===== config.mk =====
export PLATFORM = sky130hd
export DESIGN_NAME = pfbo_top
export DESIGN_NICKNAME = d
export VERILOG_FILES = /design/src/rtl/pfbo_pkg.sv /design/src/rtl/pfbo_top.sv
export SDC_FILE = /design/constraint.sdc
export NUM_CORES = 1
export LEC_CHECK = 0
export BUFFER_PORTS_ARGS = -buffer_cell sky130_fd_sc_hd__buf_2
export CORE_MARGIN = 3
export CORE_UTILIZATION = 29
export DETAILED_ROUTE_END_ITERATION = 8
export SYNTH_ARGS = -nofsm -noshare
export SYNTH_HDL_FRONTEND = slang
export SYNTH_SLANG_ARGS = --single-unit

===== constraint.sdc =====
create_clock -name hclk -period 4.3 [get_ports hclk]
set_input_delay 0 -clock hclk [delete_from_list [all_inputs] [get_ports hclk]]
set_output_delay 0 -clock hclk [all_outputs]
set_load 0.03 [all_outputs]

===== src/rtl/pfbo_pkg.sv =====
/*
  Constants, register layout and carrier types for the fault B override
  control block. Assumes a 32-bit AHB-Lite register bus on hclk.
*/
// Contract
// - override value bits force outputs active or inactive
// - mode bit one selects cycle-by-cycle handling
// - mode bit zero latches outputs to override value bits
// - pair enable bits select pairs under override
// - bits 15-14 and 6-3 read zero
// - lock set needs key sequence before write
// - lock clear allows writes at any time
// - enables reset to one, others to zero
package pfbo_pkg;
  localparam logic [7:0]  PFBO_CTRL_OFS   = 8'h00;
  localparam logic [7:0]  PFBO_KEY_OFS    = 8'h04;
  localparam logic [7:0]  PFBO_STAT_OFS   = 8'h08;
  localparam logic [7:0]  PFBO_CLR_OFS    = 8'h0C;
  localparam int          PFBO_OV_LSB     = 8;
  localparam int          PFBO_MODE_BIT   = 7;
  localparam logic [15:0] PFBO_CTRL_WMASK = 16'h3F87;
  localparam logic [15:0] PFBO_CTRL_RST   = 16'h0007;
  localparam logic [15:0] PFBO_KEY_FIRST  = 16'hABCD;
  localparam logic [15:0] PFBO_KEY_SECOND = 16'h4321;

  typedef enum logic [1:0] {
    PFBO_LOCKED,
    PFBO_KEY1_OK,
    PFBO_OPEN
  } pfbo_key_e;

  typedef struct packed {
    logic [5:0] ov;
    logic       mode;
    logic [2:0] en;
  } pfbo_ctrl_s;

  typedef struct packed {
    logic [2:0] high;
    logic [2:0] low;
  } pfbo_pins_s;
endpackage


===== src/rtl/pfbo_top.sv =====
/*
  Fault B override control: AHB-Lite register slave, write lock with
  two-word key, latched or cycle-by-cycle override of three pin pairs.
  Assumes fault_b and the lock strap come from pins; period_end and the
  PWM pin values come from the time base on hclk.
*/
// Implementation choices: the AHB-Lite interface to the registers and the register offsets.
`timescale 1ns/1ps
`default_nettype none
module pfbo_top
  import pfbo_pkg::*;
(
  input  wire logic        hclk,        // 200 MHz clock
  input  wire logic        hresetn,     // Async reset, active low
  input  wire logic        hsel,        // Slave select
  input  wire logic [31:0] haddr,       // Byte address
  input  wire logic [1:0]  htrans,      // Transfer type
  input  wire logic        hwrite,      // Write when high
  input  wire logic [2:0]  hsize,       // Transfer size
  input  wire logic [31:0] hwdata,      // Write data
  input  wire logic        hready,      // Bus ready
  output logic      [31:0] hrdata,      // Read data
  output logic             hreadyout,   // Always ready
  output logic             hresp,       // Always OKAY
  input  wire logic        lock_pin,    // Write lock strap
  input  wire logic        fault_b_pin, // Fault B, active high
  input  wire logic        period_end,  // PWM period boundary pulse
  input  wire pfbo_pins_s  pwm_in,      // Generated PWM levels
  output pfbo_pins_s       pwm_out      // Pin levels after override
);

  // Pin synchronisers
  logic [1:0]  flt_sync_r;
  logic [1:0]  flt_sync_nxt;
  logic [1:0]  lck_sync_r;
  logic [1:0]  lck_sync_nxt;

  // Bus address phase capture and read data
  logic        ap_wr_r;
  logic        ap_wr_nxt;
  logic [7:0]  ap_ofs_r;
  logic [7:0]  ap_ofs_nxt;
  logic [31:0] hrdata_r;
  logic [31:0] rd_nxt;

  // Control register and key state
  pfbo_ctrl_s  ctrl_r;
  pfbo_ctrl_s  ctrl_nxt;
  pfbo_key_e   key_r;
  pfbo_key_e   key_nxt;

  // Override state
  logic        act_r;
  logic        act_nxt;

  // Decoded strobes and register views
  logic        addr_ph;
  logic        rd_req;
  logic        key_wr;
  logic        ctrl_wr;
  logic        clr_req;
  logic        oth_wr;
  logic        wr_ok;
  logic        fault_b;
  logic        wlock;
  logic        key_open;
  logic [5:0]  fv;
  logic [15:0] ctrl_word;
  logic [31:0] stat_word;
  pfbo_ctrl_s  ctrl_wval;

  assign fault_b   = flt_sync_r[1];
  assign wlock     = lck_sync_r[1];
  assign key_open  = (key_r == PFBO_OPEN);
  assign hreadyout = 1'b1;
  assign hresp     = 1'b0;
  assign hrdata    = hrdata_r;

  // Unused bits stay zero by construction
  assign ctrl_word = {2'h0, ctrl_r.ov, ctrl_r.mode, 4'h0, ctrl_r.en};
  assign stat_word = {28'h000_0000, key_open, wlock, fault_b, act_r};

  // Only the second flop feeds logic
  always_comb begin
    flt_sync_nxt = {flt_sync_r[0], fault_b_pin};
    lck_sync_nxt = {lck_sync_r[0], lock_pin};
  end

  always_ff @(posedge hclk or negedge hresetn) begin
    if (!hresetn) begin
      flt_sync_r <= 2'h0;
      lck_sync_r <= 2'h0;
    end else begin
      flt_sync_r <= flt_sync_nxt;
      lck_sync_r <= lck_sync_nxt;
    end
  end

  // Zero wait states: every address phase is taken at once
  assign addr_ph = hsel & hready & htrans[1];
  assign rd_req  = addr_ph & ~hwrite;

  always_comb begin
    ap_wr_nxt  = addr_ph & hwrite;
    ap_ofs_nxt = ap_ofs_r;
    rd_nxt     = hrdata_r;
    if (addr_ph) begin
      ap_ofs_nxt = haddr[7:0];
    end
    if (rd_req) begin
      unique case (haddr[7:0])
        PFBO_CTRL_OFS: rd_nxt = {16'h0000, ctrl_word};
        PFBO_STAT_OFS: rd_nxt = stat_word;
        default:       rd_nxt = 32'h0000_0000;
      endcase
    end
  end

  always_ff @(posedge hclk or negedge hresetn) begin
    if (!hresetn) begin
      ap_wr_r  <= 1'b0;
      ap_ofs_r <= 8'h00;
      hrdata_r <= 32'h0000_0000;
    end else begin
      ap_wr_r  <= ap_wr_nxt;
      ap_ofs_r <= ap_ofs_nxt;
      hrdata_r <= rd_nxt;
    end
  end

  // Writes are taken in the data phase, while hwdata stands
  assign key_wr    = ap_wr_r & (ap_ofs_r == PFBO_KEY_OFS);
  assign ctrl_wr   = ap_wr_r & (ap_ofs_r == PFBO_CTRL_OFS);
  assign clr_req   = ap_wr_r & (ap_ofs_r == PFBO_CLR_OFS) & hwdata[0];
  assign oth_wr    = ap_wr_r & ~key_wr;
  assign wr_ok     = ~wlock | key_open;
  assign ctrl_wval = pfbo_ctrl_s'({hwdata[13:7], hwdata[2:0]}
                     & {PFBO_CTRL_WMASK[13:7], PFBO_CTRL_WMASK[2:0]});

  always_comb begin
    key_nxt = key_r;
    if (key_wr) begin
      if (hwdata[15:0] == PFBO_KEY_FIRST) begin
        key_nxt = PFBO_KEY1_OK;
      end else if (key_r == PFBO_KEY1_OK &&
                   hwdata[15:0] == PFBO_KEY_SECOND) begin
        key_nxt = PFBO_OPEN;
      end else begin
        key_nxt = PFBO_LOCKED;
      end
    end else if (oth_wr) begin
      // Key opens for one write only, so a stray write cannot reuse it
      key_nxt = PFBO_LOCKED;
    end
  end

  always_ff @(posedge hclk or negedge hresetn) begin
    if (!hresetn) begin
      key_r <= PFBO_LOCKED;
    end else begin
      key_r <= key_nxt;
    end
  end

  // A refused write is dropped silently; the bus still answers OKAY
  always_comb begin
    ctrl_nxt = ctrl_r;
    if (ctrl_wr && wr_ok) begin
      ctrl_nxt = ctrl_wval;
    end
  end

  always_ff @(posedge hclk or negedge hresetn) begin
    if (!hresetn) begin
      ctrl_r <= pfbo_ctrl_s'({PFBO_CTRL_RST[13:7],
                              PFBO_CTRL_RST[2:0]});
    end else begin
      ctrl_r <= ctrl_nxt;
    end
  end

  // Override state; a new fault beats a clear in the same cycle
  always_comb begin
    act_nxt = act_r;
    if (fault_b) begin
      act_nxt = 1'b1;
    end else if (ctrl_r.mode) begin
      if (period_end) begin
        act_nxt = 1'b0;
      end
    end else if (clr_req) begin
      act_nxt = 1'b0;
    end
  end

  always_ff @(posedge hclk or negedge hresetn) begin
    if (!hresetn) begin
      act_r <= 1'b0;
    end else begin
      act_r <= act_nxt;
    end
  end

  // Pins of disabled pairs pass through untouched
  assign fv = ctrl_r.ov;

  always_comb begin
    pwm_out = pwm_in;
    for (int p = 0; p < 3; p++) begin
      if (act_r && ctrl_r.en[p]) begin
        pwm_out.high[p] = fv[2*p+1];
        pwm_out.low[p]  = fv[2*p];
      end
    end
  end

endmodule
`default_nettype wire


==> metrics, run 1 <==
status completed; placed cells 263; Worst Min Path Start hwdata[13]; Required @ worst endpoint 4.47 ns; WL final 3987 microns; height of the die 83.83 microns; P&R area growth vs syn 32.05%; setup_tns 0 ns; CP Launch Point ap_ofs_r[4]; Worst Max-Slew Pin Slew 0.8148 ns; H-tree levels 2; P per Cell Area 318.1 mW/mm^2; via count 1282; Setup Fix Bufs, Post-CTS 0; total power draw 737.8 uW; post-synthesis sequential area ratio 0.5292; Gate Count Post-Synth 142; fin nets 304; vias in the first global route 1305; worst rel slew slack 0.4568; post-synthesis cell type count 34; VDD IR-drop max 0.1733 mV; worst setup path class reg -> reg; Leakage 1.135 nW; Root Buffer clkbuf_8; FF-to-FF Start ap_ofs_r[4]; skew final 0.008089 ns; Final Util 0.4087; wire per inst 13.56 microns; ANT nets after route 0; reg-to-reg slack, setup 2.09 ns; GR Overflow Total 0; Initial DRC Count 50; die width 83.83 microns; minimum clock period 2.211 ns; Clock Path Buffers 2; TritonRoute pass-1 iters 2; hold_ws 0.003168 ns; # setup viols final 0; max frequency 452.3 MHz; crit path cell chain or4b_1, nor4_2, and3b_1, mux2_2; Final Hold Fails 0; clock transition at the registers of the reported paths 0.08 ns; Async SR Flop Fraction 1.000; initial core utilization 0.3095; first-pass GRT wire length 6499 microns; Arr. time, crit path 2.38 ns; Post-Syn Area per Cell 12.37 sq um; cts hold-fix bufs 23; Post-synth EDFFs 0; Ys Warns 0; Setup crit end kind flop; post-placement setup slack 2.084 ns; Core Region 0.005675 sq mm; Post-Syn Area 0.001757 sq mm; drt via density 4.361; maxcap violations 0; antenna cells 0; port bufs 55; Max stage delay cell, worst path or4b_1; Finished Cell Area 0.002320 sq mm; Final Max Slew Viols 0; die area 0.007027 sq mm; Hold WC Path Type in -> reg; initial antenna violation count 0; CTS resizes 0; Worst-Skew Late Latency 0.28 ns; # rows 27; register bit count reported by yosys 37; number of remaining DRC errors 0; GRT Total Usage 0.1154; final period utilization 0.5142; most used flip-flop cell after synthesis dfrtp_1; largest net degree at the start of global routing 38; share of cells above drive strength 1 0.4144; Final Non-Filler Cells 294; Worst setup SP type flop; crit-path max FO 10; critical path's largest stage delay 0.54 ns; final worst slack 2.089 ns; GPL Wtd Cong 0.7828; placed cell area 0.002003 sq mm; CTS tree built; RSZ-0062 raised after global routing false; # IOs 123; Num CTS Buffers 5; HPWL after DPL 2961 microns; CTS sink count 37
-- placed cells by master (no fill, tap or decap), drive strengths merged, types with 2 or more instances in the layout --
master       netlist  final
conb               2     23
dfstp              3      3
a22o               7      7
o22ai              2      2
and2               3      3
mux2              24     24
nand3              2      2
dfrtp             34     34
nor4               2      2
nand2b             2      2
a221o              3      3
nand4b             2      2
nor2               4      4
nand4              2      2
nor3               2      2
clkbuf             1      5
inv                3      3
dlygate4sd3        0     23
nor3b              2      2
buf               26     55
nand2              6      6
clkinv             0      2
-- critical path: cells and delay by family (launching register included) --
| kind | cells | cell delay, ns |
|---|---|---|
| flip-flops | 1 | 0.38 |
| multiplexers | 1 | 0.39 |
| AND/OR/NAND/NOR | 3 | 1.33 |
-- routing by layer --
layer,share of wire,global-route usage
met1,0.45,0.1510
met2,0.48,0.1866
met3,0.062,0.03356
met4,0.0073,0.03070
met5,0,0
-- sequential cells by signal, summed over array words and instances, names as in the netlist --
name	cells
act_r	1
ap_wr_r	1
fv	6
hrdata	11
flt_sync_r	2
key_r	2
lck_sync_r	2
ctrl_r	4
ap_ofs_r	8
-- logic make-up (layout without fill, tap and decap cells) --
| family | count (synthesis) | after routing | share of synthesized area |
|---|---|---|---|
| other | 2 | 23 | 0.004275 |
| multiplexers | 24 | 24 | 0.1538 |
| buffers and inverters | 30 | 89 | 0.1189 |
| flip-flops | 37 | 37 | 0.5292 |
| AO/OA/AOI/OAI | 15 | 15 | 0.07265 |
| AND/OR/NAND/NOR | 34 | 34 | 0.1211 |
-- cells in the mapped netlist, types with 2 or more instances --
| library cell | number | area share |
|---|---|---|
| nor3b_1 | 2 | 0.0085 |
| nand2b_1 | 2 | 0.0071 |
| nand3_1 | 2 | 0.0057 |
| conb_1 | 2 | 0.0043 |
| buf_2 | 2 | 0.0057 |
| nand4_1 | 2 | 0.0071 |
| dfrtp_1 | 34 | 0.48 |
| inv_1 | 3 | 0.0064 |
| and2_0 | 2 | 0.0071 |
| mux2_2 | 24 | 0.15 |
| o22ai_1 | 2 | 0.0071 |
| dfstp_2 | 3 | 0.045 |
| nand2_1 | 6 | 0.013 |
| nand4b_1 | 2 | 0.010 |
| a221o_1 | 3 | 0.017 |
| nor2_1 | 4 | 0.0085 |
| buf_4 | 23 | 0.098 |
| nor3_1 | 2 | 0.0057 |
| a22o_1 | 7 | 0.035 |
-- cell type report --
| class | instances | area, sq um |
|---|---|---|
| fillers | 566 | 3356 |
| flip-flops and latches | 37 | 929.6 |
| multi-input cells | 96 | 696.9 |
| repair buffers | 78 | 505.5 |
| well taps | 72 | 90.09 |
| clock buffers | 5 | 68.82 |
| clock inverters | 3 | 17.52 |
| inverters | 3 | 11.26 |
-- power by group --
group	switching [mW]	leakage [nW]	internal, mW
Clock	0.121	0.0439	0.112
Sequential	0.0154	0.473	0.371
Combinational	0.0663	0.618	0.0522
Total	0.202	1.14	0.535
-- path summary, 6_finish.rpt --
path,end,depth (start not counted)
setup / recovery,fv[1],4
hold / removal,fv[5],2
setup reg to reg,fv[1],4
hold reg to reg,lck_sync_r[1],0
max in group asynchronous,fv[3],2
min in group asynchronous,ap_ofs_r[5],2
Note: power is estimated with default switching activity, not from simulation.
==> run 2, diff against run 1 <==
==> constraint.sdc (replaced) <==
create_clock -name hclk -period 2.16 [get_ports hclk]
set_input_delay 0 -clock hclk [delete_from_list [all_inputs] [get_ports hclk]]
set_output_delay 0 -clock hclk [all_outputs]
set_load 0.03 [all_outputs]
==> metrics, run 2 (synthesis gave the netlist of run 1 again) <==
status completed; Final Max Slew Viols 0; Worst setup SP type flop; Clock Path Buffers 2; max reg flops 11; setup_tns 0 ns; Hold Path Depth 2; FF-to-FF Start ap_ofs_r[4]; port bufs 55; CTS tree built; Arr. time, crit path 2.16 ns; initial core utilization 0.3095; Initial DRC Count 70; Worst-Skew Late Latency 0.28 ns; # IOs 123; Reg2Reg Depth 5; share of cells above drive strength 1 0.4099; P per Cell Area 630.9 mW/mm^2; GPL Wtd Cong 0.7349; P&R area growth vs syn 32.12%; Setup Fix Bufs, Post-CTS 0; Required @ worst endpoint 2.33 ns; TritonRoute pass-1 iters 4; Worst Max-Slew Pin Slew 0.8288 ns; height of the die 83.83 microns; first-pass GRT wire length 6520 microns; number of remaining DRC errors 0; initial antenna violation count 0; HPWL after DPL 3012 microns; drt via density 4.490; Leakage 1.138 nW; CTS sink count 37; worst rel slew slack 0.4475; final period utilization 0.9222; antenna cells 0; RR Endpoint fv[1]; Root Buffer clkbuf_8; placed cells 265; minimum clock period 1.992 ns; CTS resizes 0; WL final 4117 microns; crit-path max FO 10; fin nets 304; via count 1320; GRT Total Usage 0.1167; Hold EP fv[3]; maxcap violations 0; vias in the first global route 1420; Hold WC Path Type in -> reg; VDD IR-drop max 0.3585 mV; Final Non-Filler Cells 294; max frequency 502.0 MHz; Final Hold Fails 0; worst setup path class reg -> reg; Setup crit end kind flop; most frequent cells in the layout buf_2, dfrtp_1, mux2_2; largest net degree at the start of global routing 38; Num CTS Buffers 5; skew final 0.003887 ns; Core Region 0.005675 sq mm; ANT nets after route 0; H-tree levels 2; GR Overflow Total 0; die width 83.83 microns; commonest non-fill, non-tap cell in the layout buf_2; # rows 27; die area 0.007027 sq mm; Worst Min Path Start hwdata[11]; reg-to-reg slack, setup 0.17 ns; # setup viols final 0; wire per inst 14.00 microns; clock transition at the registers of the reported paths 0.07 ns; RSZ-0062 raised after global routing false
==> run 2: cell count changes in the layout (fill, tap and decap cells not counted), sizes merged <==
cell,before,now
buf,55,57
clkinv,2,0
clkbuf,5,8
clkinvlp,1,0
dlygate4sd3,23,21
==> run 2: worst max-delay path by stage <==
stage,from,endpoint,slack [ns],cells past startpoint
6_report,ap_ofs_r[4],fv[1],0.17,5
5_1_grt,ap_ofs_r[4],fv[5],0.04,5
4_1_cts,ap_ofs_r[4],fv[1],0.15,5
3_5_place_dp,ap_ofs_r[4],fv[1],0.15,5
3_3_place_gp,ap_ofs_r[4],fv[0],0.17,5
2_1_floorplan,ap_ofs_r[4],ctrl_r[3],0.31,5
==> run 2: power breakdown <==
group	switching, mW	internal [mW]
clock	0.227	0.229
sequential	0.0304	0.740
combinational	0.134	0.104
==> run 2: stage by stage <==
step	cell area (sq um)	util	total power [mW]	setup slack [ns]	hold WS, ns
after global routing	2321	0.4090	1.534	0.04064	0.006269
after CTS	2321	0.4090	1.481	0.1512	0.002426
after floorplan	1836	-	0.9433	0.3099	-0.2956
after global placement	2031	0.3578	0.9875	0.1690	0.1098
after detailed placement	2031	0.3578	0.9937	0.1458	0.1097
final	2321	0.4090	1.464	0.1681	0.003661
==> run 2: metal layers <==
layer  track usage  part of all wire  vias to the layer above
li1              -                 -                      623
met1        0.1457              0.43                      628
met4       0.03947             0.013                        0
met3       0.03455             0.074                        7
met5             0                 0                        -
met2        0.1923              0.48                       62
==> run 2: cell type report <==
type	instances	area [sq um]
fillers	564	3354
flip-flops and latches	37	929.6
multi-input cells	96	696.9
repair buffers	78	513.0
well taps	72	90.09
clock buffers	8	80.08
inverters	3	11.26
==> run 2: timing repair <==
item	CTS	global route
hold buffers	21	0
setup endpoints to repair	0	0
hold endpoints to repair	54	0
==> run 2: worst max-delay path, cell delays in order (launching register included) <==
cell,delay [ns]
dfrtp_1,0.37
or4b_1,0.53
nor4_2,0.24
and3b_1,0.26
buf_12,0.14
mux2_2,0.33
